`src/hdl/evi_pkg.sv`:
```
// Purpose: Shared constants and types for the event interrupt vectoring block.
// Assumes: Byte addresses on a 32-bit Avalon-MM register port, one word per register.
// Notes:   Source index order equals arbitration rank order for the event sources.
package evi_pkg;

    localparam int N_EVENT = 17;
    localparam int N_SOFT  = 7;
    localparam int N_SRC   = 24;
    localparam int N_PRIO  = 9;

    localparam logic [5:0] OFF_ENABLE_LOW  = 6'h00;
    localparam logic [5:0] OFF_ENABLE_HIGH = 6'h04;
    localparam logic [5:0] OFF_PRIO_A0     = 6'h08;
    localparam logic [5:0] OFF_PRIO_LAST   = 6'h28;
    localparam logic [5:0] OFF_SOFT_REQ    = 6'h2C;
    localparam logic [5:0] OFF_SOFT_EN     = 6'h30;
    localparam logic [5:0] OFF_PENDING     = 6'h34;
    localparam logic [5:0] OFF_WINNER      = 6'h38;

    localparam int GLOBAL_ENABLE_BIT = 15;
    localparam int LOW_ENABLES       = 11;
    localparam int HIGH_ENABLES      = 6;
    localparam int FIELD_W           = 3;
    localparam int SOFT_LSB          = 1;

    localparam logic [3:0]  PRIO_EVENT_BASE = 4'h8;
    localparam logic [15:0] SOFT_VECTOR_BASE = 16'h0100;
    localparam logic [4:0]  SOFT_RANK        = 5'h1F;

    localparam logic [N_EVENT-1:0] ENABLE_RESET = 17'h00000;
    localparam logic [7:0]         PRIO_RESET   = 8'h00;
    localparam logic [N_SOFT-1:0]  SOFT_RESET   = 7'h00;

    localparam logic [15:0] EVENT_VECTOR [N_EVENT] = '{
        16'h0080, 16'h0084, 16'h0088, 16'h008C, 16'h0090, 16'h0094, 16'h0098,
        16'h00A0, 16'h00A4, 16'h00A8, 16'h00AC,
        16'h00C0, 16'h00C4, 16'h00C8, 16'h00CC, 16'h00D0, 16'h00D4};

    // Registers 0 to 5 are group A, 6 to 8 are group B.
    localparam logic [3:0] EVENT_PRIO_REG [N_EVENT] = '{
        4'h0, 4'h0, 4'h1, 4'h1, 4'h2, 4'h2, 4'h3, 4'h4, 4'h4, 4'h5, 4'h5,
        4'h6, 4'h6, 4'h7, 4'h7, 4'h8, 4'h8};

    localparam logic [2:0] EVENT_PRIO_LSB [N_EVENT] = '{
        3'h0, 3'h4, 3'h0, 3'h4, 3'h0, 3'h4, 3'h0, 3'h0, 3'h4, 3'h0, 3'h4,
        3'h0, 3'h4, 3'h0, 3'h4, 3'h0, 3'h4};

    localparam logic [4:0] EVENT_RANK [N_EVENT] = '{
        5'h02, 5'h03, 5'h04, 5'h05, 5'h06, 5'h07, 5'h08, 5'h09, 5'h0A, 5'h0B, 5'h0C,
        5'h11, 5'h12, 5'h13, 5'h14, 5'h15, 5'h16};

    typedef struct packed {
        logic       ext0_flag;
        logic       timer0_overflow_flag;
        logic       ext1_flag;
        logic       timer1_overflow_flag;
        logic       timer2_overflow_flag;
        logic       timer2_capture_reload_flag;
        logic       pca_counter_overflow_flag;
        logic [4:0] pca_ch_match_flag;
        logic       adc_done_flag;
        logic       uart0_rx_flag;
        logic       uart0_tx_flag;
        logic       uart1_rx_flag;
        logic       uart1_tx_flag;
        logic       i2c_event_flag;
    } evi_flags_t;

    typedef struct packed {
        logic        valid;
        logic [15:0] vector;
        logic [3:0]  level;
        logic [4:0]  source;
    } evi_core_t;

    typedef struct packed {
        logic [N_EVENT-1:0]   enable;
        logic                 global_enable;
        logic [N_PRIO-1:0][7:0] prio;
        logic [N_SOFT-1:0]    soft_req;
        logic [N_SOFT-1:0]    soft_en;
        logic                 ack;
        logic [31:0]          rdata;
        evi_core_t            irq;
    } evi_state_t;

endpackage

```
`src/hdl/evi_top.sv`:
```
// Purpose: Event and software interrupt enable, priority and vector arbitration.
// Assumes: Flags and cur_priority come from logic on clk; the core samples irq each cycle.
// Notes:   The winning vector is registered, so it trails its inputs by one enabled edge.
// Behaviour
// - External 0: vector 0080, A0 low, rank 2
// - Timer 0: vector 0084, A0 high, rank 3
// - External 1: vector 0088, A1 low, rank 4
// - Timer 1: vector 008C, A1 high, rank 5
// - Timer 2 either flag: 0090, A2 low
// - Counter array global: 0094, A2 high, rank 7
// - Converter: vector 0098, A3 low, rank 8
// - Serial 0 receive: 00A0, A4 low, rank 9
// - Serial 0 transmit: 00A4, A4 high, rank 10
// - Serial 1 receive: 00A8, A5 low, rank 11
// - Serial 1 transmit: 00AC, A5 high, rank 12
// - Channel 0: 00C0, B0 low, rank 17
// - Channel 1: 00C4, B0 high, rank 18
// - Channel 2: 00C8, B1 low, rank 19
// - Channel 3: 00CC, B1 high, rank 20
// - Channel 4: 00D0, B2 low, rank 21
// - Two-wire bus: 00D4, B2 high, rank 22
// - Software 1: vector 0100, fixed priority 1
// - Software 2 to 7: consecutive vectors, priority index
// - Field 0 disables; n gives 8 plus n
// - Equal priority: lowest rank wins
// - Global enable gates all event sources
//
// The Avalon-MM interface to the registers and the register addresses were chosen for this implementation.
`timescale 1ns/1ps
`default_nettype none

module evi_top (
    input  wire logic              clk,
    input  wire logic              rst,
    input  wire logic              ce,
    input  wire evi_pkg::evi_flags_t flags,
    input  wire logic [3:0]        cur_priority,
    input  wire logic [5:0]        address,
    input  wire logic              read,
    input  wire logic              write,
    input  wire logic [31:0]       writedata,
    input  wire logic [3:0]        byteenable,
    output logic [31:0]            readdata,
    output logic                   waitrequest,
    output evi_pkg::evi_core_t     irq
);

    evi_pkg::evi_state_t st;
    evi_pkg::evi_state_t next_st;

    logic [evi_pkg::N_SRC-1:0]   req;
    logic [evi_pkg::N_SRC-1:0]   cand;
    logic [evi_pkg::N_SRC-1:0][3:0] level;
    logic [evi_pkg::N_SRC-1:0][4:0] rank;
    logic [evi_pkg::N_SRC-1:0][15:0] vec;
    logic [evi_pkg::N_EVENT-1:0][2:0] field;

    assign req[0] = flags.ext0_flag;
    assign req[1] = flags.timer0_overflow_flag;
    assign req[2] = flags.ext1_flag;
    assign req[3] = flags.timer1_overflow_flag;
    assign req[4] = flags.timer2_overflow_flag | flags.timer2_capture_reload_flag;
    assign req[5] = (|flags.pca_ch_match_flag) | flags.pca_counter_overflow_flag;
    assign req[6]  = flags.adc_done_flag;
    assign req[7]  = flags.uart0_rx_flag;
    assign req[8]  = flags.uart0_tx_flag;
    assign req[9]  = flags.uart1_rx_flag;
    assign req[10] = flags.uart1_tx_flag;
    assign req[15:11] = flags.pca_ch_match_flag;
    assign req[16] = flags.i2c_event_flag;
    assign req[23:17] = st.soft_req;

    genvar gi;
    generate
        for (gi = 0; gi < evi_pkg::N_EVENT; gi++) begin : g_event
            // field, vector and rank per table entry
            assign field[gi] = st.prio[evi_pkg::EVENT_PRIO_REG[gi]][evi_pkg::EVENT_PRIO_LSB[gi] +: evi_pkg::FIELD_W];
            // zero disables, else eight plus n
            assign level[gi] = (field[gi] == 3'h0) ? 4'h0 : (evi_pkg::PRIO_EVENT_BASE | {1'b0, field[gi]});
            assign rank[gi]  = evi_pkg::EVENT_RANK[gi];
            assign vec[gi]   = evi_pkg::EVENT_VECTOR[gi];
            assign cand[gi]  = req[gi] & st.enable[gi] & st.global_enable & (level[gi] > cur_priority);
        end
        for (gi = 0; gi < evi_pkg::N_SOFT; gi++) begin : g_soft
            assign level[evi_pkg::N_EVENT+gi] = 4'(gi + 1);
            assign rank[evi_pkg::N_EVENT+gi]  = evi_pkg::SOFT_RANK;
            assign vec[evi_pkg::N_EVENT+gi]   = evi_pkg::SOFT_VECTOR_BASE + 16'(gi * 4);
            assign cand[evi_pkg::N_EVENT+gi]  = req[evi_pkg::N_EVENT+gi] & st.soft_en[gi]
                                              & (level[evi_pkg::N_EVENT+gi] > cur_priority);
        end
    endgenerate

    // Reads are answered from the same mux that the write merge uses for unselected lanes.
    function automatic logic [31:0] reg_word(input evi_pkg::evi_state_t s, input logic [5:0] a,
                                             input logic [evi_pkg::N_SRC-1:0] p);
        logic [31:0] w;
        w = 32'h0000_0000;
        if (a == evi_pkg::OFF_ENABLE_LOW) begin
            w[evi_pkg::LOW_ENABLES-1:0]    = s.enable[evi_pkg::LOW_ENABLES-1:0];
            w[evi_pkg::GLOBAL_ENABLE_BIT] = s.global_enable;
        end else if (a == evi_pkg::OFF_ENABLE_HIGH) begin
            w[evi_pkg::HIGH_ENABLES-1:0] = s.enable[evi_pkg::N_EVENT-1:evi_pkg::LOW_ENABLES];
        end else if (a >= evi_pkg::OFF_PRIO_A0 && a <= evi_pkg::OFF_PRIO_LAST && a[1:0] == 2'h0) begin
            w[7:0] = s.prio[4'(a[5:2] - 4'h2)] & 8'h77;
        end else if (a == evi_pkg::OFF_SOFT_REQ) begin
            w[evi_pkg::SOFT_LSB +: evi_pkg::N_SOFT] = s.soft_req;
        end else if (a == evi_pkg::OFF_SOFT_EN) begin
            w[evi_pkg::SOFT_LSB +: evi_pkg::N_SOFT] = s.soft_en;
        end else if (a == evi_pkg::OFF_PENDING) begin
            w[evi_pkg::N_SRC-1:0] = p;
        end else if (a == evi_pkg::OFF_WINNER) begin
            w[31]   = s.irq.valid;
            w[12:8] = s.irq.source;
            w[3:0]  = s.irq.level;
        end
        return w;
    endfunction

    logic        bus_req;
    logic        bus_go;
    logic [31:0] lane_mask;
    logic [31:0] merged;

    assign bus_req = read | write;
    // One wait state: the first cycle of a request loads readdata, the second completes it.
    assign waitrequest = bus_req & ~st.ack;
    assign bus_go      = bus_req & st.ack;
    assign lane_mask   = {{8{byteenable[3]}}, {8{byteenable[2]}}, {8{byteenable[1]}}, {8{byteenable[0]}}};
    assign merged      = (reg_word(st, address, cand) & ~lane_mask) | (writedata & lane_mask);

    always_comb begin
        logic [3:0] best_level;
        logic [4:0] best_rank;
        logic [4:0] best_src;
        logic       found;
        best_level = 4'h0;
        best_rank  = 5'h1F;
        best_src   = 5'h00;
        found      = 1'b0;
        next_st    = st;
        next_st.ack = bus_req & ~st.ack;
        if (bus_req & ~st.ack) begin
            next_st.rdata = reg_word(st, address, cand);
        end
        if (write & bus_go) begin
            if (address == evi_pkg::OFF_ENABLE_LOW) begin
                next_st.enable[evi_pkg::LOW_ENABLES-1:0] = merged[evi_pkg::LOW_ENABLES-1:0];
                next_st.global_enable = merged[evi_pkg::GLOBAL_ENABLE_BIT];
            end else if (address == evi_pkg::OFF_ENABLE_HIGH) begin
                next_st.enable[evi_pkg::N_EVENT-1:evi_pkg::LOW_ENABLES] = merged[evi_pkg::HIGH_ENABLES-1:0];
            end else if (address >= evi_pkg::OFF_PRIO_A0 && address <= evi_pkg::OFF_PRIO_LAST
                         && address[1:0] == 2'h0) begin
                next_st.prio[4'(address[5:2] - 4'h2)] = merged[7:0] & 8'h77;
            end else if (address == evi_pkg::OFF_SOFT_REQ) begin
                next_st.soft_req = merged[evi_pkg::SOFT_LSB +: evi_pkg::N_SOFT];
            end else if (address == evi_pkg::OFF_SOFT_EN) begin
                next_st.soft_en = merged[evi_pkg::SOFT_LSB +: evi_pkg::N_SOFT];
            end
        end
        // higher level wins, equal level lower rank
        for (int i = 0; i < evi_pkg::N_SRC; i++) begin
            if (cand[i] && (!found || level[i] > best_level
                            || (level[i] == best_level && rank[i] < best_rank))) begin
                found      = 1'b1;
                best_level = level[i];
                best_rank  = rank[i];
                best_src   = 5'(i);
            end
        end
        // only a qualifying source is presented
        next_st.irq.valid  = found;
        next_st.irq.level  = found ? best_level : 4'h0;
        next_st.irq.source = best_src;
        next_st.irq.vector = found ? vec[best_src] : 16'h0000;
    end

    always_ff @(posedge clk or posedge rst) begin
        if (rst) begin
            st.enable        <= evi_pkg::ENABLE_RESET;
            st.global_enable <= 1'b0;
            st.prio          <= {evi_pkg::N_PRIO{evi_pkg::PRIO_RESET}};
            st.soft_req      <= evi_pkg::SOFT_RESET;
            st.soft_en       <= evi_pkg::SOFT_RESET;
            st.ack           <= 1'b0;
            st.rdata         <= 32'h0000_0000;
            st.irq           <= '0;
        end else if (ce) begin
            st <= next_st;
        end
    end

    assign readdata = st.rdata;
    assign irq      = st.irq;
endmodule

`default_nettype wire

```
`config.mk`:
```
export PLATFORM = sky130hd
export DESIGN_NAME = evi_top
export DESIGN_NICKNAME = d
export VERILOG_FILES = /design/src/hdl/evi_pkg.sv /design/src/hdl/evi_top.sv
export SDC_FILE = /design/constraint.sdc
export NUM_CORES = 1
export LEC_CHECK = 0
export BUFFER_PORTS_ARGS = -buffer_cell sky130_fd_sc_hd__clkbuf_2
export CORE_ASPECT_RATIO = 0.6
export CORE_MARGIN = 5
export CORE_UTILIZATION = 40
export CTS_CLUSTER_SIZE = 24
export DETAILED_ROUTE_END_ITERATION = 16
export GPL_TIMING_DRIVEN = 0
export PLACE_DENSITY_LB_ADDON = 0.12
export SETUP_SLACK_MARGIN = 0.1
export SLEW_MARGIN = 20
export SYNTH_ARGS = -nofsm -noshare
export SYNTH_HDL_FRONTEND = slang
export SYNTH_SLANG_ARGS = --single-unit
```
`constraint.sdc`:
```
create_clock -name clk -period 69.6 [get_ports clk]
set_input_delay 3.48 -clock clk [delete_from_list [all_inputs] [get_ports clk]]
set_output_delay 3.48 -clock clk [all_outputs]
set_load 0.01 [all_outputs]
```
; ---- Word level (Yosys, flattened, before mapping)
; Memories as Yosys holds them, arrays and structs flattened.
; Index checks and enable logic that the tools add are counted.
; Widths: inputs -> output; s select.
[totals]
memories = 1
register_bits = 156
romBits = 512
wordCells = 495
[classes]
n_reduce_logical = 144
n_eq_ne = 28
n_bitwise = 80
muxes = 146
n_lt_le_gt_ge = 75
addsub = 1
[memory_table]
columns = name, depth, word_bits, rd, rd_ports_with_merged_regs, wr, line_no
row1 = (no name shown), 32, 16, 1, 0, 0, evi_top.sv:174  ; next_st.irq.vector = found ? vec[best_src] : 16'h0000;
[ops]
columns = cell, n
row1 = $mux 5, 47
row2 = $mux 4, 46
row3 = $gt 4x4->1, 33
row4 = $mux 16, 5
row5 = $bwmux 72, 1
row6 = $and 1x1->1, 68
row7 = $lt 5x5->1 const A, 13
row8 = $eq 4x4->1, 16
row9 = $logic_not 3->1, 17
row10 = $logic_and 1x1->1, 49
row11 = $logic_or 1x1->1, 46
row12 = $mux 1, 35
row13 = $and 16x16->16, 2
row14 = $bmux 8 s4, 1
row15 = $demux 8 s4, 1
row16 = $gt 3x4->1 const A, 8
row17 = $lt 4x5->1 const A, 5
row18 = $eq 6x6->1 const B, 4
row19 = $mux 8, 3
row20 = $logic_not 1->1, 23
row21 = $mux 11, 2
row22 = $mux 7, 3
row23 = $lt 3x5->1 const A, 4
row24 = $mux 18, 1
row25 = other kinds (27), 41

; ---- Logic depth before layout (Yosys ltp)
; Gate-level depths: netlist of run 1.
[depth]
word_depth = 123
mapped_depth = 159
mapped_depth_nobuf = 155

; ---- Worst setup path after synthesis of run 1
; OpenSTA, ideal clock, no wires.
[synth_path]
path_kind = input-to-reg
from = input port cur_priority[3]
to = register, netlist name irq[11]
arrival_time_ps = 28923
slack_ps = 40539
cell_stages = 143
required_time_ps = 69462
path_cell_list = inv_1 -> ha_1 -> nand4_1 -> nand4_1 -> a21oi_2 -> nand2_1 -> ha_1 -> nor2b_1 -> o21ai_0 -> a21o_1 -> a21oi_2 -> a22o_1 -> ha_1 -> nand4_1 -> o21ai_0 -> a21o_1 -> a21boi_0 -> nor2_1 -> (+107 left out) -> a21o_1 -> clkbuf_1 -> mux2_2 -> ha_1 -> nor2b_1 -> o21ai_0 -> nand2b_1 -> a21oi_1 -> a41o_1 -> a21oi_1 -> or3_1 -> o21a_4 -> o32ai_1 -> inv_1 -> ha_1 -> nand2_1 -> a211oi_1 -> or4_1
[synth_rtl]
columns = item, line_no
row1 = start: declaration, evi_top.sv:37  ; input wire logic [3:0] cur_priority,

==> flow_summary_export.csv, run 1 <==
group,metric,value,unit
clock_tree,cts_hold_buf,0,
synth,avgSynthCellArea,8.83,um^2
floorplan,core,28900,um^2
clock_tree,cts_made_buffers,17,
clock_tree,clock_latency,430,ps
drt,postRouteAntennaNets,0,
worst_setup_path,crit_top_cell,"ha_1",
placed_design,dp_hpwl,34.3,mm
floorplan,fp.dieH,143,um
finish,nFillCells,2842,
placed_design,portBuffers,87,
synth,synth_seq_cells,129,
clock_tree,clk_pin_slew,60,ps
worst_setup_path,start_kind,"input pin",
global_route,overflow,0,
worst_setup_path,endpoint_kind,"flip-flop",
worst_setup_path,cpPeakStageDelay,920,ps
global_route,grt_pass1_vias,10363,
synth,ys.warnings.count,0,
drt,vias_per_cell,5.83,
sta,worst_pin_slew,1180,ps
finish,final-seq-area,3230,um^2
global_route,grt_pass1_wl,64.8,mm
finish,syn_to_final_growth,13.7,%
floorplan,ios,128,
finish,stdcell_count,1872,
finish,fin_nets,1668,
synth,ys_top_cells_by_count,"nand2_1, ha_1, dfrtp_1, o21ai_0, a21oi_1",
synth,synth_cells,1336,
placed_design,dpl_cell_area,12900,um^2
power_and_ir_drop,power_density,14.9,nW/um^2
synth,ys_types,95,
global_route,grt_max_degree,92,
drt,num_vias,10905,
finish,layout-drive-gt1-share,21.5,%
finish,antenna_cells,0,
sta,fmax,29.5,MHz
sta,finalSetupViolCount,0,
clock_tree,cts_tree,"yes",
sta,rsz0062_at_grt,"no",
synth,synthArstFlopShare,100,%
power_and_ir_drop,leakage,6.14,nW
finish,multi_input_area,7700,um^2
power_and_ir_drop,clkPwrFrac,42.7,%
finish,stdcell_area,13400,um^2
sta,maxSlewHeadroom,20.6,%
power_and_ir_drop,p_sw_share,30.6,%
synth,synthFlopType,"dfrtp_1",
sta,post-route-period-util,48.7,%
synth,synth_top_cell_by_area,"dfrtp_1",
sta,hold_violations,0,
drt,first_iter_violations,1191,
synth,yosysTopAreaCellShare,27.4,%
drt,drt-wirelength-per-cell,22.9,um
drt,drc,0,
worst_hold_path,hp-class,"reg -> reg",
sta,fin_crit,33910,ps
job,maxCapViolCount,0,
floorplan,rows,48,
floorplan,die-width,232,um
clock_tree,cts_root_buf,"clkbuf_16",
clock_tree,h-tree-depth,4,
outcome,status,"complete, no violations",
synth,synth_edf_count,0,
floorplan,die_area,33200,um^2
synth,yosysSeqAreaShare,27.4,%
worst_setup_path,required,69890,ps
clock_tree,cts_repair_resize_count,0,
power_and_ir_drop,pwr-share-seq,40.4,%
sta,fin_tns_setup,0,ps
sta,maxSlewViolCount,0,
floorplan,initial_core_util,40.9,%
synth,synthTopCellsByArea,"dfrtp_1, ha_1, mux2_2",
synth,synth_most_common_cell,"nand2_1",
worst_setup_path,cp_max_fo,19,
power_and_ir_drop,ir_drop,15.5,uV
clock_tree,post_cts_buffers,0,
power_and_ir_drop,switching_power,0.0000612,W
worst_setup_path,slowest_stage,"o32ai_1",
power_and_ir_drop,p_comb_share,16.9,%
drt,drt-pass1-iter-count,5,
drt,wl,42.8,mm
sta,finalClockSkew,13.2,ps
global_route,track_usage,25.8,%
global_route,grt_antenna_before_repair,4,
power_and_ir_drop,power,0.000200,W
worst_setup_path,crit_type,"in -> reg",
worst_setup_path,arrival,34200,ps
placed_design,gp_congestion,0.933,
placed_design,place_inst,1841,
clock_tree,cts.sinks,129,
power_and_ir_drop,power.internal,0.000138,W
clock_tree,ctsLongestPathBuffers,2,
synth,netlist_area,11800,um^2
## registers in the layout (all words and copies together), names as in the netlist
name / count
field: 51
irq: 17
readdata: 25
req: 7
st: 29
## logic make-up after synthesis
kind of cell    after synthesis  share of synthesized area, %
compound gates              377                          22.4
xor+xnor                      2                         0.148
fa+ha+maj                   139                          14.7
buf+inv                     190                          8.05
flops                       129                          27.4
mux                          89                          9.53
other cells                   1                        0.0318
simple gates                409                          17.8
## stage by stage
stage,utilization (%),hold slack [ps],setup slack (ps)
6_report,46.5,484,35690
5_1_grt,46.5,509,33730
4_1_cts,46.4,485,35780
3_5_place_dp,44.5,471,35490
3_3_place_gp,44.3,458,35810
2_1_floorplan,-,445,40540
## worst max-delay path, delay by kind of cell
| family | cells | cell delay [ps] |
|---|---|---|
| AOI/OAI and AO/OA | 70 | 14170 |
| and+or+nand+nor | 44 | 8070 |
| adders and majority gates | 18 | 5510 |
| buffers and inverters | 8 | 2000 |
| muxes | 2 | 910 |
## cell type report
| cell class | instances | area share [%] |
|---|---|---|
| plain buffers | 127 | 5.30 |
| clock buffers | 19 | 3.38 |
| clock inverters | 12 | 0.737 |
| inverters | 63 | 1.84 |
| multi-input cells | 1032 | 57.4 |
| flip-flops and latches | 129 | 24.1 |
| well taps | 400 | 3.73 |
| repair buffers | 90 | 3.56 |
## final timing paths
check | from | end | slack, ps | cells past startpoint
worst max-delay path | cur_priority[2] | irq[11]$_DFFE_PP0P_ | 35690 | 142
worst min-delay path | field[6]$_DFFE_PP0P_ | field[6]$_DFFE_PP0P_ | 480 | 2
worst max register to register | field[2]$_DFFE_PP0P_ | irq[11]$_DFFE_PP0P_ | 38530 | 141
worst min register to register | field[6]$_DFFE_PP0P_ | field[6]$_DFFE_PP0P_ | 480 | 2
max in group asynchronous | rst | irq[11]$_DFFE_PP0P_ | 65810 | 3
min in group asynchronous | rst | req[19]$_DFFE_PP0P_ | 3020 | 2
## per-layer routing
metal	track usage (%)	part of all wire (%)
met2	32.1	36
met5	0	0.13
met4	6.59	2.2
met3	9.74	12
met1	40.6	50
## cells in the final DEF, fill, tap and decap left out, types with 29 or more instances in the layout
| cell | count |
|---|---|
| buf_4 | 62 |
| nor2_1 | 61 |
| nand2_1 | 143 |
| inv_1 | 58 |
| clkbuf_1 | 60 |
| nor2b_1 | 35 |
| clkbuf_2 | 87 |
| a21oi_1 | 75 |
| nand4_1 | 42 |
| mux2_2 | 57 |
| nand3_1 | 30 |
| dfrtp_1 | 129 |
| o21a_1 | 29 |
| o21ai_0 | 108 |
| ha_1 | 139 |
## power by group through the flow
stage	registers, W	clock network, W	logic, W
floorplan	0.0000803	0	0.0000226
global placement	0.0000818	0	0.0000325
detailed placement	0.0000818	0	0.0000333
CTS	0.0000805	0.0000869	0.0000335
global route	0.0000809	0.0000900	0.0000375
finish	0.0000806	0.0000853	0.0000337
Power figures use the tool's default switching activity.
==> run 2: changes to the inputs <==
--- a/config.mk
+++ b/config.mk
@@ -5,6 +5,7 @@
 export SDC_FILE = /design/constraint.sdc
 export NUM_CORES = 1
 export LEC_CHECK = 0
+export ABC_AREA = 1
 export BUFFER_PORTS_ARGS = -buffer_cell sky130_fd_sc_hd__clkbuf_2
 export CORE_ASPECT_RATIO = 0.6
 export CORE_MARGIN = 5
==> constraint.sdc (replaced) <==
create_clock -name clk -period 27.4 [get_ports clk]
set_input_delay 1.37 -clock clk [delete_from_list [all_inputs] [get_ports clk]]
set_output_delay 1.37 -clock clk [all_outputs]
set_load 0.01 [all_outputs]
==> run 2 against run 1 <==
  * Area after synthesis shrank 0.85%
  * Critical path depth grew 42
  * Clock skew shrank 1.5 ps
  * Combinational power grew to 3.4 times the previous value
  * Cell count grew 15%
  * First-iteration DRC count shrank 6.5%
  * Critical path type unchanged
  * Largest cell class unchanged
  * Highest routed layer unchanged
==> flow_summary_export.csv, run 2 <==
group,metric,value,unit
synth,ys.warnings.count,0,
placed_design,dp_hpwl,33.2,mm
worst_setup_path,r2r-start,"field[2]$_DFFE_PP0P_",
power_and_ir_drop,switching_power,0.000172,W
worst_setup_path,crit_type,"in -> reg",
worst_hold_path,worstHoldEndpoint,"irq[14]$_DFFE_PP0P_",
clock_tree,cts.sinks,129,
power_and_ir_drop,power_density,40.9,nW/um^2
floorplan,die_area,32900,um^2
floorplan,die-width,231,um
sta,finalClockSkew,11.7,ps
power_and_ir_drop,pwr-share-seq,37.8,%
global_route,overflow,0,
drt,drc,0,
sta,setup_ws,3670,ps
worst_setup_path,cp_max_fo,17,
worst_hold_path,hp-start,"irq[14]$_DFFE_PP0P_",
worst_setup_path,reg2reg_to,"irq[13]$_DFFE_PP0P_",
drt,num_vias,11597,
power_and_ir_drop,ir_drop,31.3,uV
sta,fin_tns_setup,0,ps
sta,fin_crit,23730,ps
drt,first_iter_violations,1114,
clock_tree,ctsLongestPathBuffers,2,
synth,yosysTopAreaCellShare,27.6,%
global_route,grt_max_degree,90,
floorplan,initial_core_util,40.7,%
synth,netlist_area,11700,um^2
finish,syn_to_final_growth,13.6,%
finish,stdcell_area,13300,um^2
global_route,grt_antenna_before_repair,2,
synth,synthFlopType,"dfrtp_1",
clock_tree,clock_latency,440,ps
sta,hold_violations,0,
global_route,grt_pass1_vias,10606,
sta,post-route-period-util,86.6,%
synth,synthArstFlopShare,100,%
clock_tree,cts_made_buffers,17,
finish,layout-drive-gt1-share,15.8,%
sta,worst_pin_slew,1090,ps
sta,rsz0062_at_grt,"no",
clock_tree,post_cts_buffers,0,
drt,vias_per_cell,5.37,
floorplan,rows,48,
finish,stdcell_count,2159,
worst_setup_path,slowest_stage,"inv_2",
synth,synth_top_cell_by_area,"dfrtp_1",
finish,largest_reg_flops,51,
synth,ys_top_cells_by_count,"nand2_1, inv_1, ha_1, o21ai_0, dfrtp_1",
worst_setup_path,endpoint_kind,"flip-flop",
placed_design,portBuffers,88,
sta,maxSlewHeadroom,26.4,%
placed_design,gp_congestion,0.959,
drt,wl,40.9,mm
clock_tree,h-tree-depth,4,
worst_setup_path,cpPeakStageDelay,500,ps
worst_hold_path,hold_depth,2,
power_and_ir_drop,p_comb_share,21.1,%
power_and_ir_drop,leakage,7.22,nW
clock_tree,clk_pin_slew,60,ps
drt,drt-wirelength-per-cell,18.9,um
finish,mostFrequentLayoutCells,"nand2_1, inv_1, ha_1, o21ai_0, dfrtp_1",
outcome,status,"complete, no violations",
clock_tree,cts_repair_resize_count,0,
sta,maxSlewViolCount,0,
power_and_ir_drop,power.internal,0.000372,W
floorplan,ios,128,
sta,finalSetupViolCount,0,
finish,layout_commonest_cell,"nand2_1",
finish,fin_nets,1980,
drt,drt-pass1-iter-count,5,
drt,postRouteAntennaNets,0,
synth,synthTopCellsByArea,"dfrtp_1, ha_1, nand2_1",
worst_setup_path,crit_path_start,"cur_priority[1]",
clock_tree,cts_hold_buf,0,
worst_hold_path,hp-class,"reg -> reg",
worst_setup_path,arrival,24050,ps
clock_tree,cts_tree,"yes",
worst_setup_path,crit_top_cell,"nand2_1",
placed_design,dpl_cell_area,12700,um^2
power_and_ir_drop,p_sw_share,31.6,%
floorplan,core,28800,um^2
power_and_ir_drop,clkPwrFrac,41.2,%
finish,antenna_cells,0,
synth,synth_seq_cells,129,
synth,synth_most_common_cell,"nand2_1",
global_route,track_usage,24.8,%
synth,yosysSeqAreaShare,27.6,%
placed_design,place_ws,3470,ps
synth,avgSynthCellArea,7.10,um^2
clock_tree,cts_root_buf,"clkbuf_16",
synth,synth_cells,1649,
global_route,grt_pass1_wl,62.5,mm
worst_setup_path,required,27720,ps
synth,synth_edf_count,0,
finish,fin_util,46.2,%
worst_setup_path,reg2regPathDepth,184,
placed_design,place_inst,2128,
synth,ys_types,53,
worst_setup_path,start_kind,"input pin",
floorplan,fp.dieH,142,um
job,maxCapViolCount,0,
sta,fmax,42.1,MHz
worst_setup_path,r2r_setup_slack,4630,ps
-- run 2: changes by cell type after synthesis, moves of 21 or more --
cell	previous run	this run
nand2_1	143	458
nand2_2	1	22
nor2b_1	35	0
inv_1	62	175
o21ai_0	108	135
o21a_1	29	1
nor2_1	61	83
nand3_1	30	78
mux2_2	57	0
-- run 2: logic make-up (layout without fill, tap and decap cells) --
| family | count (synthesis) | after routing | share of synthesized area, % |
|---|---|---|---|
| AOI/OAI and AO/OA | 304 | 304 | 15.7 |
| buffers and inverters | 314 | 434 | 12.0 |
| xor gates and xnor gates | 1 | 1 | 0.0749 |
| DFF | 129 | 129 | 27.6 |
| muxes | 6 | 6 | 0.513 |
| and+or+nand+nor | 755 | 755 | 29.2 |
| other | 1 | 16 | 0.0320 |
| adders and majority gates | 139 | 139 | 14.9 |
-- run 2: through the flow --
step | hold WS, ps | total power [W]
floorplan | 448 | 0.000283
global placement | 467 | 0.000319
detailed placement | 468 | 0.000321
CTS | 487 | 0.000545
global route | 498 | 0.000570
finish | 483 | 0.000544
-- run 2: how the worst max path moves through the flow --
stage,endpoint,slack (ps),depth (start not counted)
floorplan,irq[13]$_DFFE_PP0P_,6750,183
global placement,irq[13]$_DFFE_PP0P_,3320,183
detailed placement,irq[13]$_DFFE_PP0P_,3470,184
CTS,irq[13]$_DFFE_PP0P_,3870,184
global route,irq[13]$_DFFE_PP0P_,1210,186
finish,irq[13]$_DFFE_PP0P_,3670,184
-- run 2: power by group through the flow --
stage	Clock [W]	Sequential [W]	Combinational [W]
6_report	0.000224	0.000205	0.000115
5_1_grt	0.000235	0.000206	0.000129
4_1_cts	0.000226	0.000205	0.000114
3_5_place_dp	0	0.000208	0.000113
3_3_place_gp	0	0.000208	0.000110
2_1_floorplan	0	0.000205	0.0000778
-- run 2: layout make-up --
cell class	instances	area (um^2)
buffer	117	664
clock buffer	23	488
clock inverter	8	80.1
fill	2944	15500
inverter	197	753
multi-input combinational	1221	7140
sequential	129	3230
tap	375	469
timing repair buffer	89	468
-- run 2: critical path: cells and delay by family --
family,cells,cell delay (ps)
compound gates,38,4470
fa+ha+maj,18,5250
simple gates,100,9690
buf+inv,28,3300
-- run 2: routing by layer --
metal	GRT usage (%)	vias up	routed length, um
li1	-	5668	-
met1	40.2	5486	21200
met2	32.7	400	15500
met3	6.14	41	3670
met4	4.59	2	471
met5	0	-	11
